--- config.mk ---
export PLATFORM = sky130hd
export DESIGN_NAME = spi_error_and_control
export DESIGN_NICKNAME = d
export VERILOG_FILES = /design/src/rtl/spi_err_pkg.sv /design/src/rtl/spi_core_if.sv /design/src/rtl/pin_sync.sv /design/src/rtl/spi_shifter.sv /design/src/rtl/spi_error_and_control.sv
export SDC_FILE = /design/constraint.sdc
export NUM_CORES = 1
export LEC_CHECK = 0
export BUFFER_PORTS_ARGS = -buffer_cell sky130_fd_sc_hd__buf_4
export CAP_MARGIN = 0
export CORE_MARGIN = 10
export CORE_UTILIZATION = 50
export CTS_CLUSTER_SIZE = 25
export DETAILED_ROUTE_END_ITERATION = 8
export GPL_TIMING_DRIVEN = 0
export PLACE_DENSITY_LB_ADDON = 0.15
export SETUP_SLACK_MARGIN = 0.05
export SLEW_MARGIN = 10
export SYNTH_ARGS = -nofsm -noshare
export SYNTH_HDL_FRONTEND = slang
export SYNTH_HIERARCHICAL = 1
export SYNTH_SLANG_ARGS = --single-unit
--- constraint.sdc ---
create_clock -name ref_clk -period 3.6 [get_ports ref_clk]
set_clock_uncertainty 0.15 [all_clocks]
set_input_delay 0 -clock ref_clk [delete_from_list [all_inputs] [get_ports ref_clk]]
set_output_delay 0 -clock ref_clk [all_outputs]
set_load 0.01 [all_outputs]
--- src/rtl/spi_err_pkg.sv ---
// Shared constants for the serial interface error and control block.
// Assumes an 8-bit register port and a single 250 MHz core clock.
package spi_err_pkg;
  // ==========================================================
  // Register offsets
  localparam logic [7:0] OFS_PORT_DATA = 8'h08;
  localparam logic [7:0] OFS_PORT_DIR  = 8'h09;
  localparam logic [7:0] OFS_CONTROL   = 8'h28;
  localparam logic [7:0] OFS_STATUS    = 8'h29;
  localparam logic [7:0] OFS_DATA      = 8'h2A;
  localparam logic [7:0] OFS_EVENT     = 8'h2B;
  localparam logic [7:0] OFS_EVT_MASK  = 8'h2C;
  // ==========================================================
  // Control register fields
  localparam int CTL_IRQ_EN   = 7;
  localparam int CTL_SYS_EN   = 6;
  localparam int CTL_OPEN_DRN = 5;
  localparam int CTL_MASTER   = 4;
  localparam int CTL_CLOCK_IDLE_POLARITY     = 3;
  localparam int CTL_CLOCK_PHASE_SELECT     = 2;
  localparam int CTL_RATE_HI  = 1;
  localparam logic [7:0] CONTROL_RESET = 8'h04;
  // ==========================================================
  // Status register fields, event bits and pin indices
  localparam int STS_COMPLETE  = 7;
  localparam int STS_COLLISION = 6;
  localparam int STS_MODE_FLT  = 4;
  localparam int EVT_COMPLETE  = 0;
  localparam int EVT_MODE_FLT  = 1;
  localparam int EVT_COLLISION = 2;
  localparam int PIN_MISO = 0;
  localparam int PIN_MOSI = 1;
  localparam int PIN_SCK  = 2;
  localparam int PIN_SS   = 3;
  localparam int PORT_LSB = 2;
  // ==========================================================
  // Master half-period in core cycles per rate setting (divide 2,4,16,32)
  localparam logic [4:0] HALF_PERIOD [4] = '{5'h01, 5'h02, 5'h08, 5'h10};
  localparam logic [3:0] LAST_EDGE      = 4'hF;
  localparam logic [3:0] LAST_EDGE_CPH0 = 4'hE;
endpackage

--- src/rtl/spi_core_if.sv ---
// Bundle between the control block and its bit shifter.
// Assumes both ends run on ref_clk; all inputs here are already synchronised.
interface spi_core_if;
  logic       load;
  logic [7:0] txByte;
  logic       master;
  logic       clock_idle_polarity;
  logic       clock_phase_select;
  logic [1:0] rate;
  logic       sckIn;
  logic       ssLow;
  logic       sdi;
  logic       done;
  logic [7:0] rxByte;
  logic       sckOut;
  logic       sdo;
  logic       busy;
  modport ctrl (output load, txByte, master, clock_idle_polarity, clock_phase_select, rate, sckIn, ssLow, sdi,
                input  done, rxByte, sckOut, sdo, busy);
  modport eng  (input  load, txByte, master, clock_idle_polarity, clock_phase_select, rate, sckIn, ssLow, sdi,
                output done, rxByte, sckOut, sdo, busy);
endinterface

--- src/rtl/pin_sync.sv ---
// Two-stage synchroniser for a group of pin levels.
// Assumes the inputs are asynchronous levels; outputs are on ref_clk.
module pin_sync #(
  parameter int W = 4
) (
  input  wire logic         ref_clk,
  input  wire logic         rst,
  input  wire logic [W-1:0] async,
  output logic      [W-1:0] sync
);
  typedef struct packed {logic [W-1:0] s1; logic [W-1:0] s2;} sync_t;
  sync_t s_q, s_d;
  // ==========================================================
  // First stage feeds only the second
  always_comb begin
    s_d    = s_q;
    s_d.s1 = async;
    s_d.s2 = s_q.s1;
  end
  always_ff @(posedge ref_clk) begin
    if (rst) s_q <= '0;
    else     s_q <= s_d;
  end
  assign sync = s_q.s2;
endmodule

--- src/rtl/spi_shifter.sv ---
// Eight-bit serial shifter, master clock generator and slave edge finder.
// Assumes synchronised pins and a control block that gates loads.
module spi_shifter (
  input  wire logic ref_clk,
  input  wire logic rst,
  spi_core_if.eng   e
);
  typedef struct packed {
    logic active; logic [4:0] half; logic [3:0] cnt; logic sckAct;
    logic sckPrev; logic [7:0] sh; logic latch; logic [7:0] rx; logic done;
  } shift_t;
  shift_t s_q, s_d;
  logic   edgeHit;
  logic   sampleEdge;
  logic [3:0] lastEdge;
  // ==========================================================
  // Edge generation and shifting; loads go straight into the shifter [RQ5]
  always_comb begin
    s_d        = s_q;
    s_d.done   = 1'b0;
    edgeHit    = 1'b0;
    lastEdge   = (e.master || e.clock_phase_select) ? spi_err_pkg::LAST_EDGE : spi_err_pkg::LAST_EDGE_CPH0;
    sampleEdge = (s_q.cnt[0] == e.clock_phase_select);
    s_d.sckPrev = e.sckIn ^ e.clock_idle_polarity;
    if (e.master) begin
      if (e.load && !s_q.active) begin
        s_d.active = 1'b1;
        s_d.sh     = e.txByte;
        s_d.cnt    = 4'h0;
        s_d.half   = 5'h01;
        s_d.sckAct = 1'b0;
      end else if (s_q.active) begin
        if (s_q.half == spi_err_pkg::HALF_PERIOD[e.rate]) begin
          s_d.half   = 5'h01;
          edgeHit    = 1'b1;
          s_d.sckAct = ~s_q.sckAct;
        end else begin
          s_d.half = s_q.half + 5'h01;
        end
      end
    end else begin
      s_d.active = 1'b0;
      s_d.sckAct = 1'b0;
      if (e.load) s_d.sh = e.txByte;
      edgeHit = e.ssLow && (s_q.sckPrev != s_d.sckPrev);
      if (!e.ssLow && !e.clock_phase_select) s_d.cnt = 4'h0;  // Frame ends with select [RQ8]
    end
    if (edgeHit) begin
      if (sampleEdge) s_d.latch = e.sdi;
      else if (s_q.cnt != 4'h0) s_d.sh = {s_q.sh[6:0], s_q.latch};
      if (s_q.cnt != 4'hF) s_d.cnt = s_q.cnt + 4'h1;
      if (s_q.cnt == lastEdge) begin
        s_d.done = 1'b1;  // Mid eighth cycle for phase 0 slave [RQ9]
        s_d.rx   = {s_q.sh[6:0], sampleEdge ? e.sdi : s_q.latch};
        if (e.master) s_d.active = 1'b0;
        if (e.master || e.clock_phase_select) s_d.cnt = 4'h0;  // Ends at completion [RQ10]
      end
    end
  end
  always_ff @(posedge ref_clk) begin
    if (rst) s_q <= '0;
    else     s_q <= s_d;
  end
  assign e.done   = s_q.done;
  assign e.rxByte = s_q.rx;
  assign e.sdo    = s_q.sh[7];
  assign e.sckOut = s_q.sckAct ^ e.clock_idle_polarity;
  // Transfer in progress per configuration [RQ7] [RQ8] [RQ10]
  assign e.busy   = e.master ? s_q.active : (e.clock_phase_select ? (s_q.cnt != 4'h0) : e.ssLow);
endmodule

--- src/rtl/spi_error_and_control.sv ---
// Serial interface control, status, error detection and port pin steering.
// Assumes a register port on ref_clk and port pins from outside the clock domain.
//
// How it works
// [RQ1] Master seeing select low raises the mode fault flag.
// [RQ2] Mode fault clears master select and the four direction bits.
// [RQ3] Data write during a transfer raises the write collision flag.
// [RQ4] Colliding write is dropped; the running transfer is untouched.
// [RQ5] Allowed data writes load the shifter directly, no transmit buffer.
// [RQ6] Collision detection works in master and slave.
// [RQ7] Master transfer runs from data write until completion flag sets.
// [RQ8] Phase 0 slave transfer runs while select is low.
// [RQ9] Phase 0 slave completes mid eighth cycle, still in progress.
// [RQ10] Phase 1 slave transfer runs from first leading edge to completion.
// [RQ11] Control register holds enable, system, open drain, master, clocking, rate.
// [RQ12] Interrupt requests follow completion or fault, gated by enable and mask.
// [RQ13] System enable gives port pins 5 to 2 to the interface.
// [RQ14] Interface outputs drive only with direction bit set; inputs always inputs.
// [RQ15] Open drain select makes port pins drive low only.
// [RQ16] Master with direction bit 5 set uses select as output, no fault.
// [RQ17] Collision flag clears after status read then data access.
// [RQ18] Interrupt stays high while an enabled flag stays set.
module spi_error_and_control (
  input  wire logic       ref_clk,
  input  wire logic       rst,
  input  wire logic [7:0] addr,
  input  wire logic [7:0] wrData,
  input  wire logic       wrStb,
  input  wire logic       rdStb,
  output logic      [7:0] rdData,
  input  wire logic       condCodeIntMask,
  output logic            irq,
  input  wire logic [3:0] portPinIn,
  output logic      [3:0] portPinOut,
  output logic      [3:0] portPinOe
);
  // ==========================================================
  // State
  typedef struct packed {
    logic [7:0] control;
    logic [3:0] portDir;
    logic [3:0] portData;
    logic       complete;
    logic       collision;
    logic       modeFault;
    logic       completeArm;
    logic       collisionArm;
    logic       modeFaultArm;
    logic [2:0] events;
    logic [2:0] eventMask;
    logic [7:0] rxBuffer;
    logic [7:0] rdData;
    logic [3:0] pinOut;
    logic [3:0] pinOe;
  } ctrl_state_t;

  ctrl_state_t s_q, s_d;

  // ==========================================================
  // Pin synchroniser and shifter
  logic [3:0] pinSync;
  spi_core_if core ();

  pin_sync #(
    .W (4)
  ) u_pin_sync (
    .ref_clk (ref_clk),
    .rst     (rst),
    .async   (portPinIn),
    .sync    (pinSync)
  );

  spi_shifter u_shifter (
    .ref_clk (ref_clk),
    .rst     (rst),
    .e       (core)
  );

  // ==========================================================
  // Decoded control fields
  logic sysEnable;
  logic masterSel;
  logic openDrain;
  logic irqEnable;
  logic selectLow;

  assign irqEnable = s_q.control[spi_err_pkg::CTL_IRQ_EN];
  assign sysEnable = s_q.control[spi_err_pkg::CTL_SYS_EN];
  assign openDrain = s_q.control[spi_err_pkg::CTL_OPEN_DRN];
  assign masterSel = s_q.control[spi_err_pkg::CTL_MASTER];
  assign selectLow = ~pinSync[spi_err_pkg::PIN_SS];

  // ==========================================================
  // Shifter hookup
  // Slave select only counts in slave mode; in master it feeds fault detection
  assign core.master = masterSel & sysEnable;
  assign core.clock_idle_polarity   = s_q.control[spi_err_pkg::CTL_CLOCK_IDLE_POLARITY];
  assign core.clock_phase_select   = s_q.control[spi_err_pkg::CTL_CLOCK_PHASE_SELECT];
  assign core.rate   = s_q.control[spi_err_pkg::CTL_RATE_HI -: 2];
  assign core.sckIn  = pinSync[spi_err_pkg::PIN_SCK];
  assign core.ssLow  = sysEnable & ~masterSel & selectLow;
  assign core.sdi    = masterSel ? pinSync[spi_err_pkg::PIN_MISO]
                                 : pinSync[spi_err_pkg::PIN_MOSI];
  assign core.txByte = wrData;

  // ==========================================================
  // Register port decode
  logic ctrlWrite;
  logic dataWrite;
  logic dataRead;
  logic statusRead;
  logic dataAccess;

  assign ctrlWrite  = wrStb & (addr == spi_err_pkg::OFS_CONTROL);
  assign dataWrite  = wrStb & (addr == spi_err_pkg::OFS_DATA);
  assign dataRead   = rdStb & (addr == spi_err_pkg::OFS_DATA);
  assign statusRead = rdStb & (addr == spi_err_pkg::OFS_STATUS);
  assign dataAccess = dataWrite | dataRead;

  // ==========================================================
  // Error detection
  logic modeFaultDet;
  logic writeInhibit;
  logic collide;

  // Select pin as an output in master mode hides the fault input [RQ1] [RQ16]
  assign modeFaultDet = sysEnable & masterSel & ~s_q.portDir[spi_err_pkg::PIN_SS]
                        & selectLow;
  // A pending completion must be acknowledged by a status read first
  assign writeInhibit = s_q.complete & ~s_q.completeArm;
  // Any configuration may collide; master writes are checked too [RQ3] [RQ6]
  assign collide      = dataWrite & core.busy & ~writeInhibit;
  // Colliding data never reaches the shifter [RQ4]
  assign core.load    = dataWrite & sysEnable & ~core.busy & ~writeInhibit;

  // ==========================================================
  // Pin steering, one slice per port pin
  logic [3:0] funcDrive;
  logic [3:0] funcValue;
  logic [3:0] pinDrive;
  logic [3:0] pinValue;
  logic [3:0] pinEnable;

  // Which pins the interface would drive: MISO as selected slave, MOSI and SCK
  // as master; select is never driven by the interface itself
  assign funcDrive[spi_err_pkg::PIN_MISO] = sysEnable & ~masterSel & selectLow;
  assign funcDrive[spi_err_pkg::PIN_MOSI] = sysEnable & masterSel;
  assign funcDrive[spi_err_pkg::PIN_SCK]  = sysEnable & masterSel;
  assign funcDrive[spi_err_pkg::PIN_SS]   = 1'b0;
  assign funcValue[spi_err_pkg::PIN_MISO] = core.sdo;
  assign funcValue[spi_err_pkg::PIN_MOSI] = core.sdo;
  assign funcValue[spi_err_pkg::PIN_SCK]  = core.sckOut;
  assign funcValue[spi_err_pkg::PIN_SS]   = 1'b0;

  genvar gi;
  generate
    for (gi = 0; gi < 4; gi++) begin : g_pin
      logic gpioDrive;
      // Disabled: plain port pin; enabled master: select may be a port output
      assign gpioDrive     = s_q.portDir[gi] & (~sysEnable
                             | ((gi == spi_err_pkg::PIN_SS) & masterSel));  // [RQ13] [RQ16]
      // Interface outputs need the direction bit, otherwise they are inputs
      assign pinDrive[gi]  = (funcDrive[gi] & s_q.portDir[gi]) | gpioDrive;  // [RQ14]
      assign pinValue[gi]  = funcDrive[gi] ? funcValue[gi] : s_q.portData[gi];
      // Open drain only pulls low so wired-OR lines cannot fight [RQ15]
      assign pinEnable[gi] = pinDrive[gi] & (~openDrain | ~pinValue[gi]);
    end
  endgenerate

  // ==========================================================
  // Read multiplexer, answered one cycle after the strobe
  logic [7:0] statusWord;
  logic [7:0] readValue;

  always_comb begin
    statusWord = 8'h00;
    statusWord[spi_err_pkg::STS_COMPLETE]  = s_q.complete;
    statusWord[spi_err_pkg::STS_COLLISION] = s_q.collision;
    statusWord[spi_err_pkg::STS_MODE_FLT]  = s_q.modeFault;
  end

  always_comb begin
    readValue = 8'h00;
    case (addr)
      spi_err_pkg::OFS_CONTROL:   readValue = s_q.control;
      spi_err_pkg::OFS_STATUS:    readValue = statusWord;
      spi_err_pkg::OFS_DATA:      readValue = s_q.rxBuffer;
      spi_err_pkg::OFS_EVENT:     readValue = {5'h00, s_q.events};
      spi_err_pkg::OFS_EVT_MASK:  readValue = {5'h00, s_q.eventMask};
      spi_err_pkg::OFS_PORT_DIR:  readValue = {2'h0, s_q.portDir, 2'h0};
      spi_err_pkg::OFS_PORT_DATA: readValue = {2'h0, pinSync, 2'h0};
      default:                    readValue = 8'h00;
    endcase
  end

  // ==========================================================
  // Next state
  always_comb begin
    s_d = s_q;

    // Read data stands only in the cycle after the strobe
    s_d.rdData = rdStb ? readValue : 8'h00;

    // Control register; a fault in the same cycle still drops master [RQ11]
    if (ctrlWrite) s_d.control = wrData;
    if (wrStb && addr == spi_err_pkg::OFS_PORT_DIR) begin
      s_d.portDir = wrData[spi_err_pkg::PORT_LSB +: 4];
    end
    if (wrStb && addr == spi_err_pkg::OFS_PORT_DATA) begin
      s_d.portData = wrData[spi_err_pkg::PORT_LSB +: 4];
    end
    if (wrStb && addr == spi_err_pkg::OFS_EVT_MASK) begin
      s_d.eventMask = wrData[2:0];
    end

    // Fault shuts the drivers off to limit pin contention [RQ2]
    if (modeFaultDet) begin
      s_d.control[spi_err_pkg::CTL_MASTER] = 1'b0;
      s_d.portDir                          = 4'h0;
    end

    // Received byte moves to the read buffer on completion
    if (core.done) s_d.rxBuffer = core.rxByte;

    // Status read while a flag is set arms its clear
    if (statusRead && s_q.complete)  s_d.completeArm  = 1'b1;
    if (statusRead && s_q.collision) s_d.collisionArm = 1'b1;
    if (statusRead && s_q.modeFault) s_d.modeFaultArm = 1'b1;

    // Completion: armed data access clears, a new completion wins
    if (s_q.completeArm && dataAccess) begin
      s_d.complete    = 1'b0;
      s_d.completeArm = 1'b0;
    end
    if (core.done) s_d.complete = 1'b1;

    // Collision: armed data access clears, a new collision wins [RQ17]
    if (s_q.collisionArm && dataAccess) begin
      s_d.collision    = 1'b0;
      s_d.collisionArm = 1'b0;
    end
    if (collide) s_d.collision = 1'b1;  // [RQ3]

    // Mode fault: armed control write clears, a live fault wins
    if (s_q.modeFaultArm && ctrlWrite) begin
      s_d.modeFault    = 1'b0;
      s_d.modeFaultArm = 1'b0;
    end
    if (modeFaultDet) s_d.modeFault = 1'b1;  // [RQ1]

    // Sticky event bits, write one to clear, a new event wins
    if (wrStb && addr == spi_err_pkg::OFS_EVENT) begin
      s_d.events = s_q.events & ~wrData[2:0];
    end
    if (core.done)    s_d.events[spi_err_pkg::EVT_COMPLETE]  = 1'b1;
    if (modeFaultDet) s_d.events[spi_err_pkg::EVT_MODE_FLT]  = 1'b1;
    if (collide)      s_d.events[spi_err_pkg::EVT_COLLISION] = 1'b1;

    // Pins registered so the pads see glitch-free levels
    s_d.pinOut = pinValue;
    s_d.pinOe  = pinEnable;
  end

  // ==========================================================
  // Registers
  always_ff @(posedge ref_clk) begin
    if (rst) begin
      s_q         <= '0;
      s_q.control <= spi_err_pkg::CONTROL_RESET;  // [RQ11]
    end else begin
      s_q <= s_d;
    end
  end

  // ==========================================================
  // Outputs
  // Level request; the condition-code mask blocks it outright [RQ12] [RQ18]
  assign irq = ~condCodeIntMask
               & ((irqEnable & (s_q.complete | s_q.modeFault))
                  | (|(s_q.events & s_q.eventMask)));
  assign rdData     = s_q.rdData;
  assign portPinOut = s_q.pinOut;
  assign portPinOe  = s_q.pinOe;
endmodule

# Word-level counts from Yosys, hierarchy flattened

Index checks and enable logic that the tools add are counted.

Bits in registers: 90
Input bits: 25
Output and inout port bits: 17

Add/sub/neg operators: 2
$lt $le $gt $ge: 1
Eq/ne operators: 12
Mux-type cells: 51
Bitwise gates (word level): 62
Reductions and logical operators: 36

Operators by type and width:

| cell                                          | count |
|---|---|
| case mux 8 bit (7 select lines)               | 1 |
| == test 8 x 6 -> 1 bit, second input constant | 5 |
| two-way mux 8 bit                             | 5 |
| two-way mux 5 bit                             | 6 |
| two-way mux 1 bit                             | 29 |
| AND 1 bit                                     | 28 |
| two-way mux 4 bit                             | 6 |
| two-way mux 18 bit                            | 1 |
| NOT 1 bit                                     | 17 |
| == test 8 x 4 -> 1 bit, second input constant | 2 |
| nonzero test 2 bit                            | 7 |
| logical AND 1 bit                             | 13 |
| OR reduction 2 bit                            | 6 |
| bitwise OR 1 bit                              | 11 |
| binary-select mux 5 bit (select 2 bit)        | 1 |
| two-way mux 9 bit                             | 1 |
| AND 3 bit                                     | 2 |
| AND reduction 2 bit                           | 3 |
| OR reduction 3 bit                            | 2 |
| adder 5 x 1 -> 5 bit, second input constant   | 1 |
| == test 5 bit                                 | 1 |
| adder 4 x 1 -> 4 bit, second input constant   | 1 |
| == test 4 bit                                 | 1 |
| != test 4 bit, second input constant          | 1 |
| 10 further kinds                              | 13 |

# Depth between registers and ports, before layout

Depth after elaboration: 15
Gate-level depth with buffers: 12
Gate-level depth less buffers: 10

# Hierarchy

Netlist, hierarchy kept.

By module, submodules not included:

| module                | instances | cells each | area each (sq um) |
|---|---|---|---|
| spi_error_and_control | 1         | 258        | 2444.8 |
| spi_shifter           | 1         | 207        | 1755.4 |
| pin_sync              | 1         | 16         | 210.2 |

# Least setup slack after synthesis

OpenSTA, ideal clock, no wires.

Kind: register to register
Start point: register s_q[50] in the netlist's numbering
End point: register u_shifter/s_q[22] in the netlist's numbering
Setup time: 70 ps
Data arrival time: 2484 ps
Data required time: 3380 ps
Setup slack: 896 ps
Stages on the path, launching flop included: 12
Buffers on the path: 1
Clock period less this slack: 2704 ps
Cell sequence: dfxtp_1 -> nor3b_1 -> nor2_1 -> a311o_1 -> nand2_1 -> nor2_1 -> and3_1 -> clkbuf_1 -> a31oi_1 -> nand2_1 -> a221o_2 -> a21oi_1

Word-level cells in the longest chain between the ends: 14
Elaborated cells between the ends (all ways): 25

Ends and longest elaborated chain:

| what                                | RTL line                     | RTL |
|---|---|---|
| start, declared                     | spi_error_and_control.sv:57  | `ctrl_state_t s_q, s_d;` |
| AND 1 bit (*) (2 in series)         | spi_error_and_control.sv:101 | `assign core.ssLow = sysEnable & ~masterSel & selectLow;` |
| via core.ssLow                      | spi_core_if.sv:11            | `logic ssLow;` |
| two-way mux 1 bit (*) (2 in series) | spi_shifter.sv:69            | `assign e.busy = e.master ? s_q.active : (e.clock_phase_select ? (s_q.cnt != 4'h0) : e.ssLow);` |
| via core.busy                       | spi_core_if.sv:17            | `logic busy;` |
| NOT 1 bit (*)                       | spi_error_and_control.sv:134 | `assign core.load = dataWrite & sysEnable & ~core.busy & ~writeInhibit;` |
| AND 1 bit (*) (2 in series)         | spi_error_and_control.sv:134 |  |
| via core.load                       | spi_core_if.sv:4             | `logic load;` |
| logical AND 1 bit (*)               | spi_shifter.sv:26            | `if (e.load && !s_q.active) begin` |
| two-way mux 4 bit                   | spi_shifter.sv:26            |  |
| two-way mux 5 bit                   | spi_shifter.sv:25            | `if (e.master) begin` |
| two-way mux 4 bit                   | spi_shifter.sv:51            | `if (s_q.cnt != 4'hF) s_d.cnt = s_q.cnt + 4'h1;` |
| two-way mux 4 bit                   | spi_shifter.sv:56            | `if (e.master \|\| e.clock_phase_select) s_d.cnt = 4'h0;` |
| two-way mux 4 bit                   | spi_shifter.sv:52            | `if (s_q.cnt == lastEdge) begin` |
| two-way mux 4 bit (*)               | spi_shifter.sv:48            | `if (edgeHit) begin` |
| end signal, assigned                | spi_shifter.sv:61            | `if (rst) s_q <= '0;` |
| end signal, assigned                | spi_shifter.sv:62            | `else s_q <= s_d;` |
| end, declared                       | spi_shifter.sv:12            | `shift_t s_q, s_d;` |

The timed path passes the listed nets; every way through them passes the cells marked *.
A chain may end at the register's enable or synchronous reset.

# Worst setup path in the final report

Start point: register s_q[50] in the netlist's numbering
End point: register u_shifter/s_q[22] in the netlist's numbering

Elaborated cells between the ends (all ways): 25

RTL lines:

| what                        | RTL line                     | RTL |
|---|---|---|
| AND 1 bit (*)               | spi_error_and_control.sv:96  | `assign core.master = masterSel & sysEnable;` |
| via core.master             | spi_core_if.sv:6             | `logic master;` |
| two-way mux 1 bit (*)       | spi_shifter.sv:69            |  |
| via core.busy               | spi_core_if.sv:17            |  |
| NOT 1 bit (*)               | spi_error_and_control.sv:134 |  |
| AND 1 bit (*) (2 in series) | spi_error_and_control.sv:134 |  |
| via core.load               | spi_core_if.sv:4             |  |
| logical AND 1 bit (*)       | spi_shifter.sv:26            |  |
| two-way mux 4 bit           | spi_shifter.sv:26            |  |
| two-way mux 5 bit           | spi_shifter.sv:25            |  |
| two-way mux 4 bit           | spi_shifter.sv:51            |  |
| two-way mux 4 bit           | spi_shifter.sv:56            |  |
| two-way mux 4 bit           | spi_shifter.sv:52            |  |
| two-way mux 4 bit (*)       | spi_shifter.sv:48            |  |

Marks and branches as above.

==> metrics list <==
- Number of buffers inserted during clock tree synthesis: 9
- Final net count: between 500 and 600
* Count of final setup violators: 0
- Number of remaining DRC errors: 0
* Highest achievable clock rate: 309 MHz
- Number of synthesized register bits: 90
- The flow ran to the end, and the final reports show no timing, DRC or antenna violations.
* # clock sinks: 90
- Drt initial violations: 331
* Number of antenna cells inserted: 0
* Post-Place Worst Slack: 0.142 ns
- Fraction of power consumed by combinational cells: 6.3%
- Final hold vios: 0
- Required time at the worst-slack endpoint: 3.73 ns
- First-pass iteration count of the detailed router: 4
- Final critical delay including setup and external delays: around 3.2 ns
* Leakage: 0.00225 uW
* Minimum setup slack in the final design: 0.360 ns
- The share of total power dissipated in the clock network is 38.7%.
* Starting Density: 51.1%
- The most numerous cell type found on the critical path is sky130_fd_sc_hd__nand2_1.
- Power per cell area: 345 nW/um^2
- In this design, the stage delay of the slowest critical-path cell is 0.49 ns.
- Counting every net in the synthesized netlist gives just over 500.
- Critical Path End Type: flip-flop
- After technology mapping, the gate count stands at ~480.
- Total standard cell area after synthesis: 4410 um^2
- Routed wire length: ~11000 um
- Setup repair after global routing left no endpoint under its margin.
- Together, buffers and inverters on the worst path number 3.
- At the later pin of the worst-skew pair, clock insertion delay measures approximately 0.36 ns.
* Post-CTS setup buffer count: 0
- Fraction of power spent switching nets: 23.5%
- Y dimension of the die: 114 um
- Post-DP HPWL: 8290 um
- Routed len/inst: 16.6 um
- Max Cap Viol: 0
* Vias after detailed routing: 3727
- Power spent charging and discharging nets: ~430 uW
* Number of enable-type register cells in the synthesized netlist: 0
* Max transition margin: 48.9%
- Of all nets on the critical path, the largest fanout is 10.
- The internal portion of the total power is 1400 uW.
- The die covers ~13000 um^2.
* Top cell family by delay on the critical path: simple AND/OR/NAND/NOR gates
- Vias/cell: 5.58
* First-pass GRT wire length: 18300 um
- Post-Synthesis Mean Instance Area: 9.17 um^2
* Class of the worst hold path: in2reg
* Layout cells sized above 1: 21.8%
* Share of Yosys cell area claimed by the top area cell type: around two fifths
- Yosys printed 6 warnings.
* Fraction of synthesis flops using an asynchronous set or reset pin: 0%
- The number of antenna violations at the first check in global routing was 0.
- Clock tree from TritonCTS: done
- The critical path is of the reg2reg type.
* Non-filler instance count after layout: around 670
* Slowest cell on crit path: sky130_fd_sc_hd__dfxtp_1
- Die boundary width: 114 um
* Cell types occupying the most area after synthesis: sky130_fd_sc_hd__dfxtp_1, sky130_fd_sc_hd__mux2i_1, sky130_fd_sc_hd__nor2_1
- Relative to the synthesized area, the layout overhead comes to 20.1%.
- After synthesis, the netlist uses 67 different library cells.
- Final Slew Violations: 0
* Deepest clock path buffer count: 2
- For this run the aggregate overflow at the end of global routing stands at 0.
- At the worst endpoint, the arrival time is 3.37 ns.
- Clk pin slew, worst setup/hold paths: roughly 0.09 ns
- Portion of the post-synthesis area used by sequential elements: 40.9%
- Core Area: 8640 um^2
- The number of global-route vias before repair was 3592.
- The worst setup path is launched from a flip-flop.
- Row generation in the floorplan step produced 34 rows.
- Cell-by-cell listing of the critical path: nand2_1, inv_1, clkbuf_2, nand2_1, nand2_1, nor2_1, and3_1, clkbuf_1, a31oi_2, nand2_1, a221o_2, a21oi_1
* H-tree levels: 3
* Number of port buffers: 39
- The most used flip-flop cell after synthesis is sky130_fd_sc_hd__dfxtp_1.
- Cell type with the largest total area after synthesis: sky130_fd_sc_hd__dfxtp_1
* Portion of total power attributed to sequential cells: 54.9%
- Entering global routing, the biggest net connects 16 pins.
- 42 I/O pins were placed.
- After routing, the total negative slack on setup checks comes to 0 ns.
* Root Buffer Master: sky130_fd_sc_hd__clkbuf_8
- Weighted congestion reported at the end of routability-driven placement: about 0.9
- At the pin with the least slew margin, the transition time is 0.761 ns.
- Number of cells in the design after placement: 628
* Fin crit share: about nine tenths
* Maximum vdd ir drop: between 0.2 and 0.25 mV
- Cells fill 61.3% of the core in the end.
- Number of nets with antenna violations after detailed routing: 0
- Global routing used 17.1% of the available tracks across all layers.
## sequential cells by signal, indices dropped and copies added, names as in the netlist
name,cells
irqEnable,1
u_pin_sync/sync,4
masterSel,1
u_shifter/s_q,20
pinValue,1
openDrain,1
rdData,8
s_q,28
u_pin_sync/s_d,4
core.clock_idle_polarity,1
core.clock_phase_select,1
u_shifter/e.done,1
u_shifter/e.sdo,1
portPinOut,4
core.rate,2
u_shifter/e.rxByte,8
portPinOe,4
## repair_timing
action	4_1_cts	5_1_grt
endpoints found under the setup margin	0	2
hold endpoints to repair	47	0
resized for setup	0	4
hold buffers	24	0
## path summary, 6_finish.rpt
path,startpoint,endpoint,slack (ns),cells past startpoint
max reg2reg,s_q[50],u_shifter/s_q[22],0.36,12
max,s_q[50],u_shifter/s_q[22],0.36,12
min reg2reg,u_pin_sync/s_d[3],u_pin_sync/sync[3],0.29,1
min,addr[2],rdData[2],0.04,4
## placed cells by master (no fill, tap or decap), types with 3 or more instances in the layout
| cell | n |
|---|---|
| sky130_fd_sc_hd__a211oi_1 | 3 |
| sky130_fd_sc_hd__a21oi_1 | 28 |
| sky130_fd_sc_hd__a22oi_1 | 6 |
| sky130_fd_sc_hd__a31oi_1 | 3 |
| sky130_fd_sc_hd__a32oi_1 | 3 |
| sky130_fd_sc_hd__and2_1 | 5 |
| sky130_fd_sc_hd__and3_1 | 5 |
| sky130_fd_sc_hd__buf_2 | 7 |
| sky130_fd_sc_hd__buf_4 | 66 |
| sky130_fd_sc_hd__clkbuf_1 | 6 |
| sky130_fd_sc_hd__clkbuf_8 | 10 |
| sky130_fd_sc_hd__dfxtp_1 | 90 |
| sky130_fd_sc_hd__dlygate4sd3_1 | 24 |
| sky130_fd_sc_hd__ha_1 | 3 |
| sky130_fd_sc_hd__inv_1 | 26 |
| sky130_fd_sc_hd__mux2_2 | 11 |
| sky130_fd_sc_hd__mux2i_1 | 34 |
| sky130_fd_sc_hd__nand2_1 | 26 |
| sky130_fd_sc_hd__nand2b_1 | 7 |
| sky130_fd_sc_hd__nand3_1 | 16 |
| sky130_fd_sc_hd__nand3b_1 | 3 |
| sky130_fd_sc_hd__nand4_1 | 5 |
| sky130_fd_sc_hd__nor2_1 | 64 |
| sky130_fd_sc_hd__nor2b_1 | 14 |
| sky130_fd_sc_hd__nor3_1 | 4 |
| sky130_fd_sc_hd__o211a_1 | 3 |
| sky130_fd_sc_hd__o211ai_1 | 5 |
| sky130_fd_sc_hd__o21ai_0 | 9 |
| sky130_fd_sc_hd__o22ai_1 | 12 |
| sky130_fd_sc_hd__xnor2_1 | 3 |
## synth_stat cells, types with 6 or more instances
cell type / instances
sky130_fd_sc_hd__a21oi_1: 28
sky130_fd_sc_hd__a22oi_1: 6
sky130_fd_sc_hd__buf_2: 7
sky130_fd_sc_hd__buf_4: 27
sky130_fd_sc_hd__clkbuf_1: 6
sky130_fd_sc_hd__dfxtp_1: 90
sky130_fd_sc_hd__inv_1: 26
sky130_fd_sc_hd__mux2_2: 11
sky130_fd_sc_hd__mux2i_1: 34
sky130_fd_sc_hd__nand2_1: 26
sky130_fd_sc_hd__nand2b_1: 7
sky130_fd_sc_hd__nand3_1: 16
sky130_fd_sc_hd__nor2_1: 64
sky130_fd_sc_hd__nor2b_1: 14
sky130_fd_sc_hd__o21ai_0: 9
sky130_fd_sc_hd__o22ai_1: 12
## per-stage QoR
step / power, uW / area (um^2) / hold WS (ns)
after global routing: 1890 / 5300 / 0.0531
after global placement: 1120 / 4840 / 0.0586
after CTS: 1840 / 5280 / 0.0285
after detailed placement: 1120 / 4840 / 0.0707
final: 1830 / 5300 / 0.0433
after floorplan: 1070 / 4410 / -0.106
## cells by family after synthesis
kind of cell,count (synthesis),synth area share [%]
AND/OR/NAND/NOR,170,20.9
AO/OA/AOI/OAI,98,16.4
flip-flops,90,40.9
buffers and inverters,69,8.65
multiplexers,46,11.0
XOR/XNOR,5,1.31
adder cells (fa/ha/maj),3,0.851
## final cells by class
| class | instances | area (um^2) |
|---|---|---|
| Fill cell | 744 | 3340 |
| Multi-Input combinational cell | 322 | 2240 |
| Sequential cell | 90 | 1800 |
| Timing Repair Buffer | 63 | 533 |
| Buffer | 42 | 282 |
| Clock buffer | 11 | 141 |
| Tap cell | 108 | 135 |
| Inverter | 27 | 101 |
| Clock inverter | 5 | 62.6 |
## worst min-delay path, cell delays in order
cell                      delay (ns)
sky130_fd_sc_hd__buf_2          0.17
sky130_fd_sc_hd__a21oi_1        0.06
sky130_fd_sc_hd__a22oi_1        0.18
sky130_fd_sc_hd__a21oi_1        0.09
## layer usage
metal | global-route usage (%) | wire, um
met1 | 21.9 | 5000
met2 | 27.5 | 5160
met3 | 3.94 | 724
met4 | 6.10 | 210
met5 | 0 | 0
## power by group through the flow
stage | clock, uW | combinational, uW | sequential [uW]
after floorplan | 0 | 47.6 | 1020
after global placement | 0 | 92.5 | 1030
after detailed placement | 0 | 93.8 | 1030
after CTS | 719 | 114 | 1000
after global routing | 761 | 124 | 1000
final | 707 | 116 | 1000
(Power assumes the default switching activity.)
